**src/common/rsc_pkg.sv**
```systemverilog
// constants, register map and state codes of the reset and stop-recovery controller
// assumes one 40 MHz clock; the watchdog oscillator is an enable pulse divided from pclk by WDT_OSC_DIV
package rsc_pkg;

  // ----------------------------------------------------------------
  // timing
  // ----------------------------------------------------------------
  localparam int unsigned CLK_PERIOD_PS = 25000;
  localparam int unsigned OSC_HOLD_CYC = 66;
  localparam int unsigned SYSCLK_HOLD_CYC = 16;
  localparam int unsigned EXT_FILTER_CYC = 4;
  localparam int unsigned WAKE_FILTER_NS = 10;
  // shortest time rounds down, never below one cycle
  localparam int unsigned WAKE_FILTER_RAW = (WAKE_FILTER_NS * 1000) / CLK_PERIOD_PS;
  localparam int unsigned WAKE_FILTER_CYC = (WAKE_FILTER_RAW == 0) ? 1 : WAKE_FILTER_RAW;
  localparam int unsigned WDT_OSC_DIV_DEF = 40;

  // ----------------------------------------------------------------
  // register map (byte addresses)
  // ----------------------------------------------------------------
  localparam logic [7:0] ADDR_WDCTL = 8'h00;
  localparam logic [7:0] ADDR_DBGCTL = 8'h04;
  localparam logic [7:0] ADDR_OPTION = 8'h08;
  localparam logic [7:0] ADDR_WAKE_EN = 8'h0C;
  localparam logic [7:0] ADDR_STATUS = 8'h10;

  // watchdog_control_reg flag positions
  localparam int unsigned FLAG_EXT = 4;
  localparam int unsigned FLAG_WDT = 5;
  localparam int unsigned FLAG_STOP = 6;
  localparam int unsigned FLAG_POR = 7;
  localparam logic [7:0] WDCTL_RESET = 8'h80;

  // debugger_control_reg and option fields
  localparam int unsigned DBG_RST_BIT = 0;
  localparam int unsigned OPT_WDT_RESET_BIT = 0;
  localparam int unsigned OPT_BO_STOP_BIT = 1;
  localparam logic OPT_WDT_RESET_DEF = 1'b1;
  localparam logic OPT_BO_STOP_DEF = 1'b0;
  localparam logic [7:0] WAKE_EN_RESET = 8'h00;

  // reset vector locations
  localparam logic [15:0] VEC_ADDR_LO = 16'h0002;
  localparam logic [15:0] VEC_ADDR_HI = 16'h0003;

  // ----------------------------------------------------------------
  // sequencer states
  // ----------------------------------------------------------------
  typedef enum logic [5:0] {
    ST_RUN      = 6'h01,
    ST_STOP     = 6'h02,
    ST_HOLD_OSC = 6'h04,
    ST_HOLD_CLK = 6'h08,
    ST_VEC_LO   = 6'h10,
    ST_VEC_HI   = 6'h20
  } rsc_state_e;

endpackage

```
**src/core/rsc_hold_counter.sv**
```systemverilog
// saturating hold counter with a pulse on its final tick
// assumes tick is a one-cycle enable in the pclk domain
`timescale 1ns/1ps
`default_nettype none
module rsc_hold_counter #(
  parameter int unsigned N = 16,
  parameter int unsigned W = 5
) (
  input wire logic pclk,
  input wire logic presetn,
  input wire logic clr,
  input wire logic tick,
  output logic expire,
  output logic done
);

  typedef struct packed {
    logic [W-1:0] cnt;
  } rsc_cnt_s;

  rsc_cnt_s cur_ff;
  rsc_cnt_s nxt_ff;

  always_comb begin
    nxt_ff = cur_ff;
    if (clr) begin
      nxt_ff.cnt = '0;
    end else if (tick && (cur_ff.cnt != W'(N))) begin
      nxt_ff.cnt = cur_ff.cnt + W'(1);
    end
  end

  always_ff @(posedge pclk or negedge presetn) begin
    if (!presetn) begin
      cur_ff <= '0;
    end else begin
      cur_ff <= nxt_ff;
    end
  end

  // no clr term: keeps the parent's clear decision out of a combinational loop
  assign expire = tick && (cur_ff.cnt == W'(N - 1));
  assign done = (cur_ff.cnt == W'(N));

endmodule
`default_nettype wire

```
**src/core/rsc_level_filter.sv**
```systemverilog
// level filter: output rises after N consecutive high samples, falls at once
// assumes the input is already synchronous to pclk
`timescale 1ns/1ps
`default_nettype none
module rsc_level_filter #(
  parameter int unsigned N = 4,
  parameter int unsigned W = 3
) (
  input wire logic pclk,
  input wire logic presetn,
  input wire logic level,
  output logic filtered
);

  typedef struct packed {
    logic [W-1:0] cnt;
    logic out;
  } rsc_filt_s;

  rsc_filt_s cur_ff;
  rsc_filt_s nxt_ff;

  always_comb begin
    nxt_ff = cur_ff;
    if (!level) begin
      nxt_ff.cnt = '0;
    end else if (cur_ff.cnt != W'(N)) begin
      nxt_ff.cnt = cur_ff.cnt + W'(1);
    end
    nxt_ff.out = level && (nxt_ff.cnt == W'(N));
  end

  always_ff @(posedge pclk or negedge presetn) begin
    if (!presetn) begin
      cur_ff <= '0;
    end else begin
      cur_ff <= nxt_ff;
    end
  end

  assign filtered = cur_ff.out;

endmodule
`default_nettype wire

```
**src/core/rsc_reset_ctrl.sv**
```systemverilog
// reset and stop-recovery sequencer with its apb register file
// assumes all inputs synchronous to pclk; presetn is the true power-on reset
`timescale 1ns/1ps
`default_nettype none
module rsc_reset_ctrl #(
  parameter int unsigned WDT_OSC_DIV = rsc_pkg::WDT_OSC_DIV_DEF
) (
  input wire logic pclk,
  input wire logic presetn,
  input wire logic [7:0] paddr,
  input wire logic psel,
  input wire logic penable,
  input wire logic pwrite,
  input wire logic [31:0] pwdata,
  output logic [31:0] prdata,
  output logic pready,
  output logic pslverr,
  input wire logic supply_low,
  input wire logic brownout_low,
  input wire logic wdt_timeout,
  input wire logic ext_reset_n,
  input wire logic debug_pin_n,
  input wire logic [7:0] gpio_in,
  input wire logic stop_req,
  input wire logic irq_enabled,
  output logic sys_reset_n,
  output logic cpu_hold,
  output logic sysclk_en,
  output logic gpio_force_input,
  output logic pullup_disable,
  output logic [7:0] port_input_capture,
  output logic [7:0] pin_wake_irq,
  output logic wdt_irq,
  output logic vector_fetch,
  output logic [15:0] vector_addr
);

  // ----------------------------------------------------------------
  // state
  // ----------------------------------------------------------------
  typedef struct packed {
    rsc_pkg::rsc_state_e state;
    logic sys_kind;
    logic [7:0] div_cnt;
    logic osc_tick;
    logic [7:0] wd_flags;
    logic dbg_rst;
    logic opt_wdt_reset;
    logic opt_bo_stop;
    logic [7:0] wake_en;
    logic [7:0] stop_level;
    logic wdt_wake;
    logic sys_reset_n;
    logic cpu_hold;
    logic sysclk_en;
    logic gpio_force_input;
    logic pullup_disable;
    logic [7:0] port_data;
    logic [7:0] pin_irq;
    logic wdt_irq;
    logic vec_fetch;
    logic [15:0] vec_addr;
    logic pready;
    logic [31:0] prdata;
    logic pslverr;
  } rsc_ctrl_s;

  rsc_ctrl_s cur_ff;
  rsc_ctrl_s nxt_ff;

  logic ext_low;
  logic wake_seen;
  logic osc_expire;
  logic clk_expire;
  logic clk_done;
  logic osc_clr;
  logic start_sys;
  logic [7:0] pin_diff;

  // ----------------------------------------------------------------
  // filters and hold counters
  // ----------------------------------------------------------------
  assign pin_diff = (gpio_in ^ cur_ff.stop_level) & cur_ff.wake_en;

  // short pin pulses never start the sequence
  rsc_level_filter #(.N(rsc_pkg::EXT_FILTER_CYC), .W(3)) u_ext_filter (
    .pclk(pclk),
    .presetn(presetn),
    .level(!ext_reset_n),
    .filtered(ext_low)
  );

  // sampling at 25 ns already drops sub-period glitches
  rsc_level_filter #(.N(rsc_pkg::WAKE_FILTER_CYC), .W(2)) u_wake_filter (
    .pclk(pclk),
    .presetn(presetn),
    .level((cur_ff.state == rsc_pkg::ST_STOP) && (|pin_diff)),
    .filtered(wake_seen)
  );

  rsc_hold_counter #(.N(rsc_pkg::OSC_HOLD_CYC), .W(7)) u_osc_count (
    .pclk(pclk),
    .presetn(presetn),
    .clr(osc_clr),
    .tick(cur_ff.osc_tick),
    .expire(osc_expire),
    .done()
  );

  rsc_hold_counter #(.N(rsc_pkg::SYSCLK_HOLD_CYC), .W(5)) u_clk_count (
    .pclk(pclk),
    .presetn(presetn),
    .clr(cur_ff.state != rsc_pkg::ST_HOLD_CLK),
    .tick(1'b1),
    .expire(clk_expire),
    .done(clk_done)
  );

  // ----------------------------------------------------------------
  // next state
  // ----------------------------------------------------------------
  always_comb begin
    logic in_hold;
    logic stop_ctx;
    logic supply_fault;
    logic stop_event;
    logic [7:0] flag_set;
    logic [7:0] flag_clr;
    logic sys_start_req;
    logic acc;
    in_hold = 1'b0;
    stop_ctx = 1'b0;
    supply_fault = 1'b0;
    stop_event = 1'b0;
    flag_set = 8'h00;
    flag_clr = 8'h00;
    sys_start_req = 1'b0;
    acc = 1'b0;
    nxt_ff = cur_ff;
    start_sys = 1'b0;
    osc_clr = 1'b0;

    // oscillator tick divider
    if (cur_ff.div_cnt == 8'(WDT_OSC_DIV - 1)) begin
      nxt_ff.div_cnt = 8'h00;
      nxt_ff.osc_tick = 1'b1;
    end else begin
      nxt_ff.div_cnt = cur_ff.div_cnt + 8'h01;
      nxt_ff.osc_tick = 1'b0;
    end

    in_hold = (cur_ff.state == rsc_pkg::ST_HOLD_OSC) || (cur_ff.state == rsc_pkg::ST_HOLD_CLK);
    stop_ctx = (cur_ff.state == rsc_pkg::ST_STOP) || (in_hold && !cur_ff.sys_kind);
    supply_fault = supply_low || (brownout_low && (!stop_ctx || cur_ff.opt_bo_stop));

    // apb slave, no wait states
    nxt_ff.pready = psel && !penable && !cur_ff.pready;
    acc = psel && penable && cur_ff.pready;
    if (psel && !penable) begin
      nxt_ff.pslverr = 1'b0;
      nxt_ff.prdata = 32'h0000_0000;
      unique case (paddr)
        rsc_pkg::ADDR_WDCTL: nxt_ff.prdata = {24'h00_0000, cur_ff.wd_flags};
        rsc_pkg::ADDR_DBGCTL: nxt_ff.prdata = {31'h0000_0000, cur_ff.dbg_rst};
        rsc_pkg::ADDR_OPTION: nxt_ff.prdata = {30'h0000_0000, cur_ff.opt_bo_stop,
                                               cur_ff.opt_wdt_reset};
        rsc_pkg::ADDR_WAKE_EN: nxt_ff.prdata = {24'h00_0000, cur_ff.wake_en};
        rsc_pkg::ADDR_STATUS: nxt_ff.prdata = {17'h0_0000, cur_ff.port_data,
                                               cur_ff.sys_kind, cur_ff.state};
        default: nxt_ff.pslverr = 1'b1;
      endcase
    end
    if (!(psel && !penable)) begin
      nxt_ff.pslverr = 1'b0;
    end
    if (acc && pwrite) begin
      unique case (paddr)
        rsc_pkg::ADDR_WDCTL: flag_clr = pwdata[7:0];
        rsc_pkg::ADDR_DBGCTL: nxt_ff.dbg_rst = pwdata[rsc_pkg::DBG_RST_BIT];
        rsc_pkg::ADDR_OPTION: begin
          nxt_ff.opt_wdt_reset = pwdata[rsc_pkg::OPT_WDT_RESET_BIT];
          nxt_ff.opt_bo_stop = pwdata[rsc_pkg::OPT_BO_STOP_BIT];
        end
        rsc_pkg::ADDR_WAKE_EN: nxt_ff.wake_en = pwdata[7:0];
        default: ;
      endcase
    end

    // reset sources, strongest first
    nxt_ff.wdt_irq = 1'b0;
    nxt_ff.pin_irq = 8'h00;
    nxt_ff.vec_fetch = 1'b0;
    if (supply_fault) begin
      sys_start_req = 1'b1;
      flag_set[rsc_pkg::FLAG_POR] = 1'b1;
    end else if (ext_low && !(in_hold && cur_ff.sys_kind)) begin
      sys_start_req = 1'b1;
      flag_set[rsc_pkg::FLAG_EXT] = 1'b1;
    end else if (cur_ff.dbg_rst && !in_hold) begin
      sys_start_req = 1'b1;
      flag_set[rsc_pkg::FLAG_POR] = 1'b1;
    end else if ((cur_ff.state == rsc_pkg::ST_RUN) && wdt_timeout) begin
      if (cur_ff.opt_wdt_reset) begin
        sys_start_req = 1'b1;
        flag_set[rsc_pkg::FLAG_WDT] = 1'b1;
      end else begin
        nxt_ff.wdt_irq = 1'b1;
      end
    end else if (cur_ff.state == rsc_pkg::ST_STOP) begin
      if (wdt_timeout) begin
        stop_event = 1'b1;
        nxt_ff.wdt_wake = 1'b1;
        flag_set[rsc_pkg::FLAG_WDT] = 1'b1;
      end else if (wake_seen || !debug_pin_n) begin
        stop_event = 1'b1;
      end
      if (stop_event) begin
        flag_set[rsc_pkg::FLAG_STOP] = 1'b1;
      end
    end

    start_sys = sys_start_req;
    if (sys_start_req && !(in_hold && cur_ff.sys_kind && (flag_set == 8'h00))) begin
      // a fresh system reset reports only its own cause
      nxt_ff.wd_flags = flag_set;
    end else begin
      // hardware set wins over a software clear in the same cycle
      nxt_ff.wd_flags = (cur_ff.wd_flags & ~flag_clr) | flag_set;
    end

    // sequencer
    unique case (cur_ff.state)
      rsc_pkg::ST_RUN: begin
        if (stop_req) begin
          nxt_ff.state = rsc_pkg::ST_STOP;
          nxt_ff.stop_level = gpio_in;
          nxt_ff.wdt_wake = 1'b0;
        end
      end
      rsc_pkg::ST_STOP: begin
        if (stop_event) begin
          nxt_ff.state = rsc_pkg::ST_HOLD_OSC;
          nxt_ff.sys_kind = 1'b0;
        end
      end
      rsc_pkg::ST_HOLD_OSC: begin
        if (osc_expire) begin
          nxt_ff.state = rsc_pkg::ST_HOLD_CLK;
        end
      end
      rsc_pkg::ST_HOLD_CLK: begin
        if ((clk_expire || clk_done) && !ext_low) begin
          nxt_ff.state = rsc_pkg::ST_VEC_LO;
          nxt_ff.vec_fetch = 1'b1;
          nxt_ff.vec_addr = rsc_pkg::VEC_ADDR_LO;
          nxt_ff.port_data = gpio_in;
          if (!cur_ff.sys_kind) begin
            nxt_ff.pin_irq = pin_diff;
            nxt_ff.wdt_irq = cur_ff.wdt_wake && !cur_ff.opt_wdt_reset && irq_enabled;
          end
        end
      end
      rsc_pkg::ST_VEC_LO: begin
        nxt_ff.state = rsc_pkg::ST_VEC_HI;
        nxt_ff.vec_fetch = 1'b1;
        nxt_ff.vec_addr = rsc_pkg::VEC_ADDR_HI;
      end
      rsc_pkg::ST_VEC_HI: begin
        nxt_ff.state = rsc_pkg::ST_RUN;
      end
      default: begin
        nxt_ff.state = rsc_pkg::ST_HOLD_OSC;
        nxt_ff.sys_kind = 1'b1;
      end
    endcase

    // system reset restarts the full count; supply fault keeps it pinned
    if (start_sys) begin
      nxt_ff.state = rsc_pkg::ST_HOLD_OSC;
      nxt_ff.sys_kind = 1'b1;
      nxt_ff.dbg_rst = 1'b0;
      nxt_ff.wdt_wake = 1'b0;
      nxt_ff.vec_fetch = 1'b0;
      nxt_ff.pin_irq = 8'h00;
      nxt_ff.wdt_irq = 1'b0;
    end
    osc_clr = (cur_ff.state != rsc_pkg::ST_HOLD_OSC) || start_sys;

    // output decode from the next state
    nxt_ff.cpu_hold = (nxt_ff.state == rsc_pkg::ST_HOLD_OSC) ||
                      (nxt_ff.state == rsc_pkg::ST_HOLD_CLK);
    // stop recovery leaves peripherals and registers alone
    nxt_ff.sys_reset_n = !(nxt_ff.cpu_hold && nxt_ff.sys_kind);
    nxt_ff.gpio_force_input = !nxt_ff.sys_reset_n;
    nxt_ff.pullup_disable = !nxt_ff.sys_reset_n;
    nxt_ff.sysclk_en = (nxt_ff.state != rsc_pkg::ST_HOLD_OSC) &&
                       (nxt_ff.state != rsc_pkg::ST_STOP);
    // input capture frozen in stop and throughout the hold
    if ((cur_ff.state == rsc_pkg::ST_RUN) && (nxt_ff.state == rsc_pkg::ST_RUN)) begin
      nxt_ff.port_data = gpio_in;
    end
  end

  // ----------------------------------------------------------------
  // registers
  // ----------------------------------------------------------------
  // options and wake_en live only on presetn; dbg_rst is cleared
  // by every system reset, including the one it requests
  always_ff @(posedge pclk or negedge presetn) begin
    if (!presetn) begin
      cur_ff <= '0;
      cur_ff.state <= rsc_pkg::ST_HOLD_OSC;
      cur_ff.sys_kind <= 1'b1;
      cur_ff.wd_flags <= rsc_pkg::WDCTL_RESET;
      cur_ff.opt_wdt_reset <= rsc_pkg::OPT_WDT_RESET_DEF;
      cur_ff.opt_bo_stop <= rsc_pkg::OPT_BO_STOP_DEF;
      cur_ff.wake_en <= rsc_pkg::WAKE_EN_RESET;
      cur_ff.cpu_hold <= 1'b1;
      cur_ff.gpio_force_input <= 1'b1;
      cur_ff.pullup_disable <= 1'b1;
    end else begin
      cur_ff <= nxt_ff;
    end
  end

  assign prdata = cur_ff.prdata;
  assign pready = cur_ff.pready;
  assign pslverr = cur_ff.pslverr;
  assign sys_reset_n = cur_ff.sys_reset_n;
  assign cpu_hold = cur_ff.cpu_hold;
  assign sysclk_en = cur_ff.sysclk_en;
  assign gpio_force_input = cur_ff.gpio_force_input;
  assign pullup_disable = cur_ff.pullup_disable;
  assign port_input_capture = cur_ff.port_data;
  assign pin_wake_irq = cur_ff.pin_irq;
  assign wdt_irq = cur_ff.wdt_irq;
  assign vector_fetch = cur_ff.vec_fetch;
  assign vector_addr = cur_ff.vec_addr;

endmodule
`default_nettype wire

```
**config.mk**
```make
export PLATFORM = sky130hd
export DESIGN_NAME = rsc_reset_ctrl
export DESIGN_NICKNAME = d
export VERILOG_FILES = /design/src/common/rsc_pkg.sv /design/src/core/rsc_hold_counter.sv /design/src/core/rsc_level_filter.sv /design/src/core/rsc_reset_ctrl.sv
export SDC_FILE = /design/constraint.sdc
export NUM_CORES = 1
export LEC_CHECK = 0
export BUFFER_PORTS_ARGS = -buffer_cell sky130_fd_sc_hd__buf_2
export CAP_MARGIN = 20
export CORE_MARGIN = 1.5
export CORE_UTILIZATION = 30
export DETAILED_ROUTE_END_ITERATION = 8
export HOLD_SLACK_MARGIN = 0.06
export PLACE_DENSITY = 0.57
export SLEW_MARGIN = 25
export SYNTH_ARGS = -nofsm -noshare
export SYNTH_HDL_FRONTEND = slang
export SYNTH_SLANG_ARGS = --single-unit
```
**constraint.sdc**
```tcl
create_clock -name pclk -period 2.9 [get_ports pclk]
set_input_delay 0.435 -clock pclk [delete_from_list [all_inputs] [get_ports pclk]]
set_output_delay 0.435 -clock pclk [all_outputs]
set_load 0.01 [all_outputs]
```
**Word-level counts from Yosys, hierarchy flattened**

Cells that the tools add are included.

- $add $sub $neg: 5
- Equality and inequality tests: 28
- Multiplexer cells: 75
- Bitwise gates (word level): 5
- Reductions and logical operators: 62

Operators by type and width:

| operator | number |
|---|---|
| one-hot mux 15 bit (5 select lines) | 1 |
| two-way mux 1 bit | 42 |
| two-way mux 8 bit | 5 |
| one-hot mux 6 bit (6 select lines) | 1 |
| two-way mux 34 bit | 1 |
| one-hot mux 17 bit (2 select lines) | 1 |
| two-way mux 7 bit | 4 |
| logical AND 1 bit | 24 |
| two-way mux 6 bit | 3 |
| two-way mux 9 bit | 2 |
| two-way mux 17 bit | 1 |
| AND 8 bit | 2 |
| equality test 8 x 4 -> 1 bit, second input constant | 2 |
| nonzero test 2 bit | 7 |
| equality test 6 x 1 -> 1 bit, second input constant | 2 |
| equality test 6 x 3 -> 1 bit, second input constant | 2 |
| equality test 6 x 4 -> 1 bit, second input constant | 2 |
| logical NOT 1 bit | 12 |
| two-way mux 3 bit | 4 |
| != test 6 x 3 -> 1 bit, second input constant | 2 |
| AND reduction 2 bit | 6 |
| two-way mux 11 bit | 1 |
| two-way mux 10 bit | 1 |
| two-way mux 2 bit | 5 |
| 32 further kinds | 42 |

- Register bits: 135
- Input bits: 60
- Logic and storage cells: 204

**Depth between registers and ports, before layout**

- Depth in word-level cells: 21
- Mapped depth: 9

**Modules after synthesis**

A second synthesis with hierarchy kept.

- Cells, all modules: 508
- Area, all modules: 5373.9 sq um

By module, submodules not included:

| module | instances | cells an instance | area each (sq um) |
|---|---|---|---|
| rsc_reset_ctrl | 1 | 406 | 4342.9 |
| rsc_hold_counter at u_osc_count | 1 | 46 | 416.6 |
| rsc_hold_counter at u_clk_count | 1 | 31 | 307.8 |
| rsc_level_filter at u_ext_filter | 1 | 19 | 209.0 |
| rsc_level_filter at u_wake_filter | 1 | 6 | 97.6 |

**Worst setup path after synthesis**

Ideal clock, no wire load.

- Path kind: input -> register
- From: input paddr[5]
- To: register cur_ff[82] (netlist bit)
- Setup time: 0.125 ns
- Data arrival time: 2.456 ns
- Path slack: 0.319 ns
- Cell stages on the path: 7
- Path buffers: 2
- Path through: or4_1 nor3_1 and3_1 clkbuf_1 nor2b_1 buf_2 mux2_2

- Cells in the longest elaborated chain, start to end: 2

Ends and longest elaborated chain:

| element | line | RTL |
|---|---|---|
| from (decl) | rsc_reset_ctrl.sv:10 | `input wire logic [7:0] paddr,` |
| equality test 8 x 4 -> 1 bit | rsc_reset_ctrl.sv:177 | `unique case (paddr)` |
| AND reduction 2 bit (no source line) | - |  |
| to (signal assigned) | rsc_reset_ctrl.sv:322 | `cur_ff <= nxt_ff;` |
| to (decl) | rsc_reset_ctrl.sv:68 | `rsc_ctrl_s cur_ff;` |

No other way between the ends.
A chain may end at the register's enable or synchronous reset.

==> results by group <==
Floorplan
  • Die ar.: approximately 0.018 mm²
  • Die width: roughly 130 µm
  • Die Ht: 133.9 µm
  • IO Pins: 133
  • Placement row count: 47
  • CORE AREA: between 0.015 and 0.02 mm²
  • Initial core utilization: a little under a third

Route
  • Vias: 3484
  • Post-Route WL: between 10000 and 15000 µm
  • Via density: between 4 and 5
  • # DRC: 0
  • Routed Antenna Nets: 0
  • Initial DRC count: 224
  • Routed WL per cell: ~15 µm
  • Drt pass-1 iters: 5

Worst setup path
  • CP max FO: 11
  • Stages on worst setup path: 6
  • Setup crit start kind: register
  • Max incr delay on CP: around 0.54 ns
  • CP required: between 3 and 4 ns
  • Critical path capture point type: register
  • Slowest CP cell: or4_4
  • R2R depth: 6
  • Arrival time worst endpoint: 2.95 ns
  • CP delay by family, top: simple AND/OR/NAND/NOR gates
  • Cells along the critical path: or4_4 > or4_1 > a31oi_4 > nand3_2 > or3b_1 > a21o_1
  • Worst path bufs/invs: 0
  • Critical setup path kind: register to register

Layout
  • Commonest cells after routing, fill and taps aside: 98 x dfrtp_1, 76 x buf_2, 61 x nand2_1
  • Antenna cells: 0
  • Share of layout cells above drive strength 1: between 20% and 30%
  • Layout Nets: roughly 600
  • Most common cell after layout, fill and taps aside: dfrtp_1
  • P&R area growth vs syn: 12.44%
  • Area of the multi-input gates: 0.002054 mm²
  • Sequential Area: approximately 0.0026 mm²
  • Fillers: 1686

CTS
  • Worst skew pair latency: around 0.35 ns
  • Num CTS Buffers: 9
  • Resized cells post-CTS: 0
  • Clk slew on worst S/H paths: 0.07 ns
  • CTS tree: built
  • Setup Fix Bufs, Post-CTS: 0
  • Post-CTS Hold Fix Bufs: 0
  • H-tree levels: 3
  • Root Buffer: clkbuf_16
  • Clock Path Buffers: 2
  • Clock tree sinks: approximately 100

Synth
  • Cells after Synth: a little under 500
  • Synth Register Bits: 104
  • Post-synthesis sequential area ratio: roughly half
  • Cell Area, Synth: just over 0.005 mm²
  • Post-synth EDFFs: 0
  • Yosys cell types: between 50 and 60
  • Yosys Warn Count: 0
  • Mean post-synth cell area: ~10 µm²
  • Synth Flop Type: dfrtp_1
  • Fraction of registers with async set/reset: between 90% and 100%

Power and ir drop
  • Max VDD drop: ~0.26 mV
  • Leakage: approximately 2.8 nW
  • PD cells: approximately 480 mW/mm²

Global route
  • Vias in the first global route: between 3000 and 4000
  • Initial antenna violation count: 0
  • Gr ovfl total: 0
  • Global-route wire length before repair: roughly 19000 µm
  • Largest net degree at the start of global routing: between 50 and 60
  • GRT Overall Usage: approximately an eighth

Timing
  • Final Critical Period: 2.669 ns
  • Final worst-path cycle share: a little over 90%
  • Max-slew violation count: 0
  • TNS Setup: 0 ns
  • Least-Margin Pin Slew: slightly above 0.7 ns
  • RSZ-0062 raised after global routing: false
  • Final setup fails: 0
  • Hold Vio Cnt, Final: 0
  • Worst slew margin: a little over half
  • Peak Freq: about 370 MHz
  • Hold WS: between 0.1 and 0.15 ns
  • Final setup skew: around 0.011 ns

Place
  • Routability Congestion: between 0.7 and 0.8
  • Final HPWL DP: 8543 µm
  • Port Buf Inserts: between 70 and 80

Status
  • Run status: finished, final reports clean

Min path
  • Tightest Hold Check Type: input port to asynchronous set/reset pin

Flow run
  • Max-cap viol count: 0
## synthesized netlist by cell type (4+ instances only)
master | instances | area share, %
mux2_2 | 27 | 5.9
nor3_1 | 9 | 0.88
nand4_1 | 5 | 0.61
and3_1 | 7 | 0.85
a222oi_1 | 6 | 1.2
buf_4 | 65 | 9.5
nand3_1 | 10 | 0.97
dfstp_2 | 6 | 3.1
clkbuf_1 | 11 | 0.80
a21oi_1 | 7 | 0.68
nor2_1 | 49 | 3.6
xor2_1 | 18 | 3.1
nand2_1 | 61 | 4.5
o21ai_0 | 19 | 1.9
xnor2_1 | 10 | 1.7
ha_1 | 8 | 1.9
dfrtp_1 | 98 | 48
inv_1 | 10 | 0.73
nand2b_1 | 7 | 0.85
and2_1 | 4 | 0.49
## layer usage
layer,up-vias,routed length (µm),global-route usage (%),share of wire (%)
met5,-,0,0,0
met4,0,167,3.563,1.5
met3,13,737,3.288,6.5
met2,108,5361,21.48,47
met1,1668,5059,17.27,45
li1,1695,-,-,-
## sequential cells by signal, summed over array words and instances (netlist names), 2 cells and up
register,count
pin_wake_irq,8
u_clk_count.cur_ff,5
u_osc_count.cur_ff,7
port_input_capture,8
vector_addr,2
u_ext_filter.cur_ff,3
prdata,15
u_wake_filter.cur_ff,2
cur_ff,44
## worst register-to-register path: cells and delay by family, from the launching register on
| kind | cells | cell delay (ns) |
|---|---|---|
| DFF | 1 | 0.53 |
| and+or+nand+nor | 4 | 1.58 |
| AOI/OAI and AO/OA | 2 | 0.49 |
## cell families after synthesis
group	Yosys count	synth area share, %
compound gates	55	7.644
xor+xnor	28	4.771
fa+ha+maj	9	2.142
buf+inv	90	11.54
flops	104	50.78
mux	29	6.305
other cells	1	0.07296
simple gates	177	16.75
## final timing paths
path	slack (ns)	to	startpoint
worst max-delay path	0.23	cur_ff[110]$_DFF_PN1_	cur_ff[116]$_DFF_PN0_
worst min-delay path	0.12	prdata[8]$_DFFE_PN0P_	presetn
worst max register to register	0.23	cur_ff[110]$_DFF_PN1_	cur_ff[116]$_DFF_PN0_
worst min register to register	0.45	u_wake_filter.cur_ff[2]$_DFF_PN0_	u_wake_filter.cur_ff[1]$_DFF_PN0_
max in group asynchronous	2.05	pullup_disable$_DFF_PN1_	presetn
min in group pclk	0.28	u_ext_filter.cur_ff[1]$_DFF_PN0_	ext_reset_n
## report_power, final
part | internal, W | switching [W]
sequential | 0.00146 | 0.00000819
clock | 0.000618 | 0.000558
combinational | 0.0000434 | 0.000100
total | 0.00212 | 0.000666
## metrics by stage
stage          cell area (µm²)  setup WS (ns)  total power, W  cells  utilization [%]
4_1_cts                   5779         0.2491        0.002831    771            34.73
3_5_place_dp              5490         0.2664        0.001641    755            32.99
3_3_place_gp              5490         0.2796        0.001636    755            32.99
5_1_grt                   5779         0.1043        0.002900    771            34.73
6_report                  5779         0.2307        0.002787    771            34.73
2_1_floorplan             5253         0.3191        0.001583    523                -
## final cells by class
cell class | count | share of cell area [%]
Sequential cell | 104 | 45.16
Multi-Input combinational cell | 329 | 35.55
Timing Repair Buffer | 92 | 8.876
Tap cell | 220 | 4.763
Clock buffer | 10 | 4.135
Clock inverter | 6 | 0.8660
Inverter | 10 | 0.6495
No activity file was read; power rests on OpenSTA's default activity.
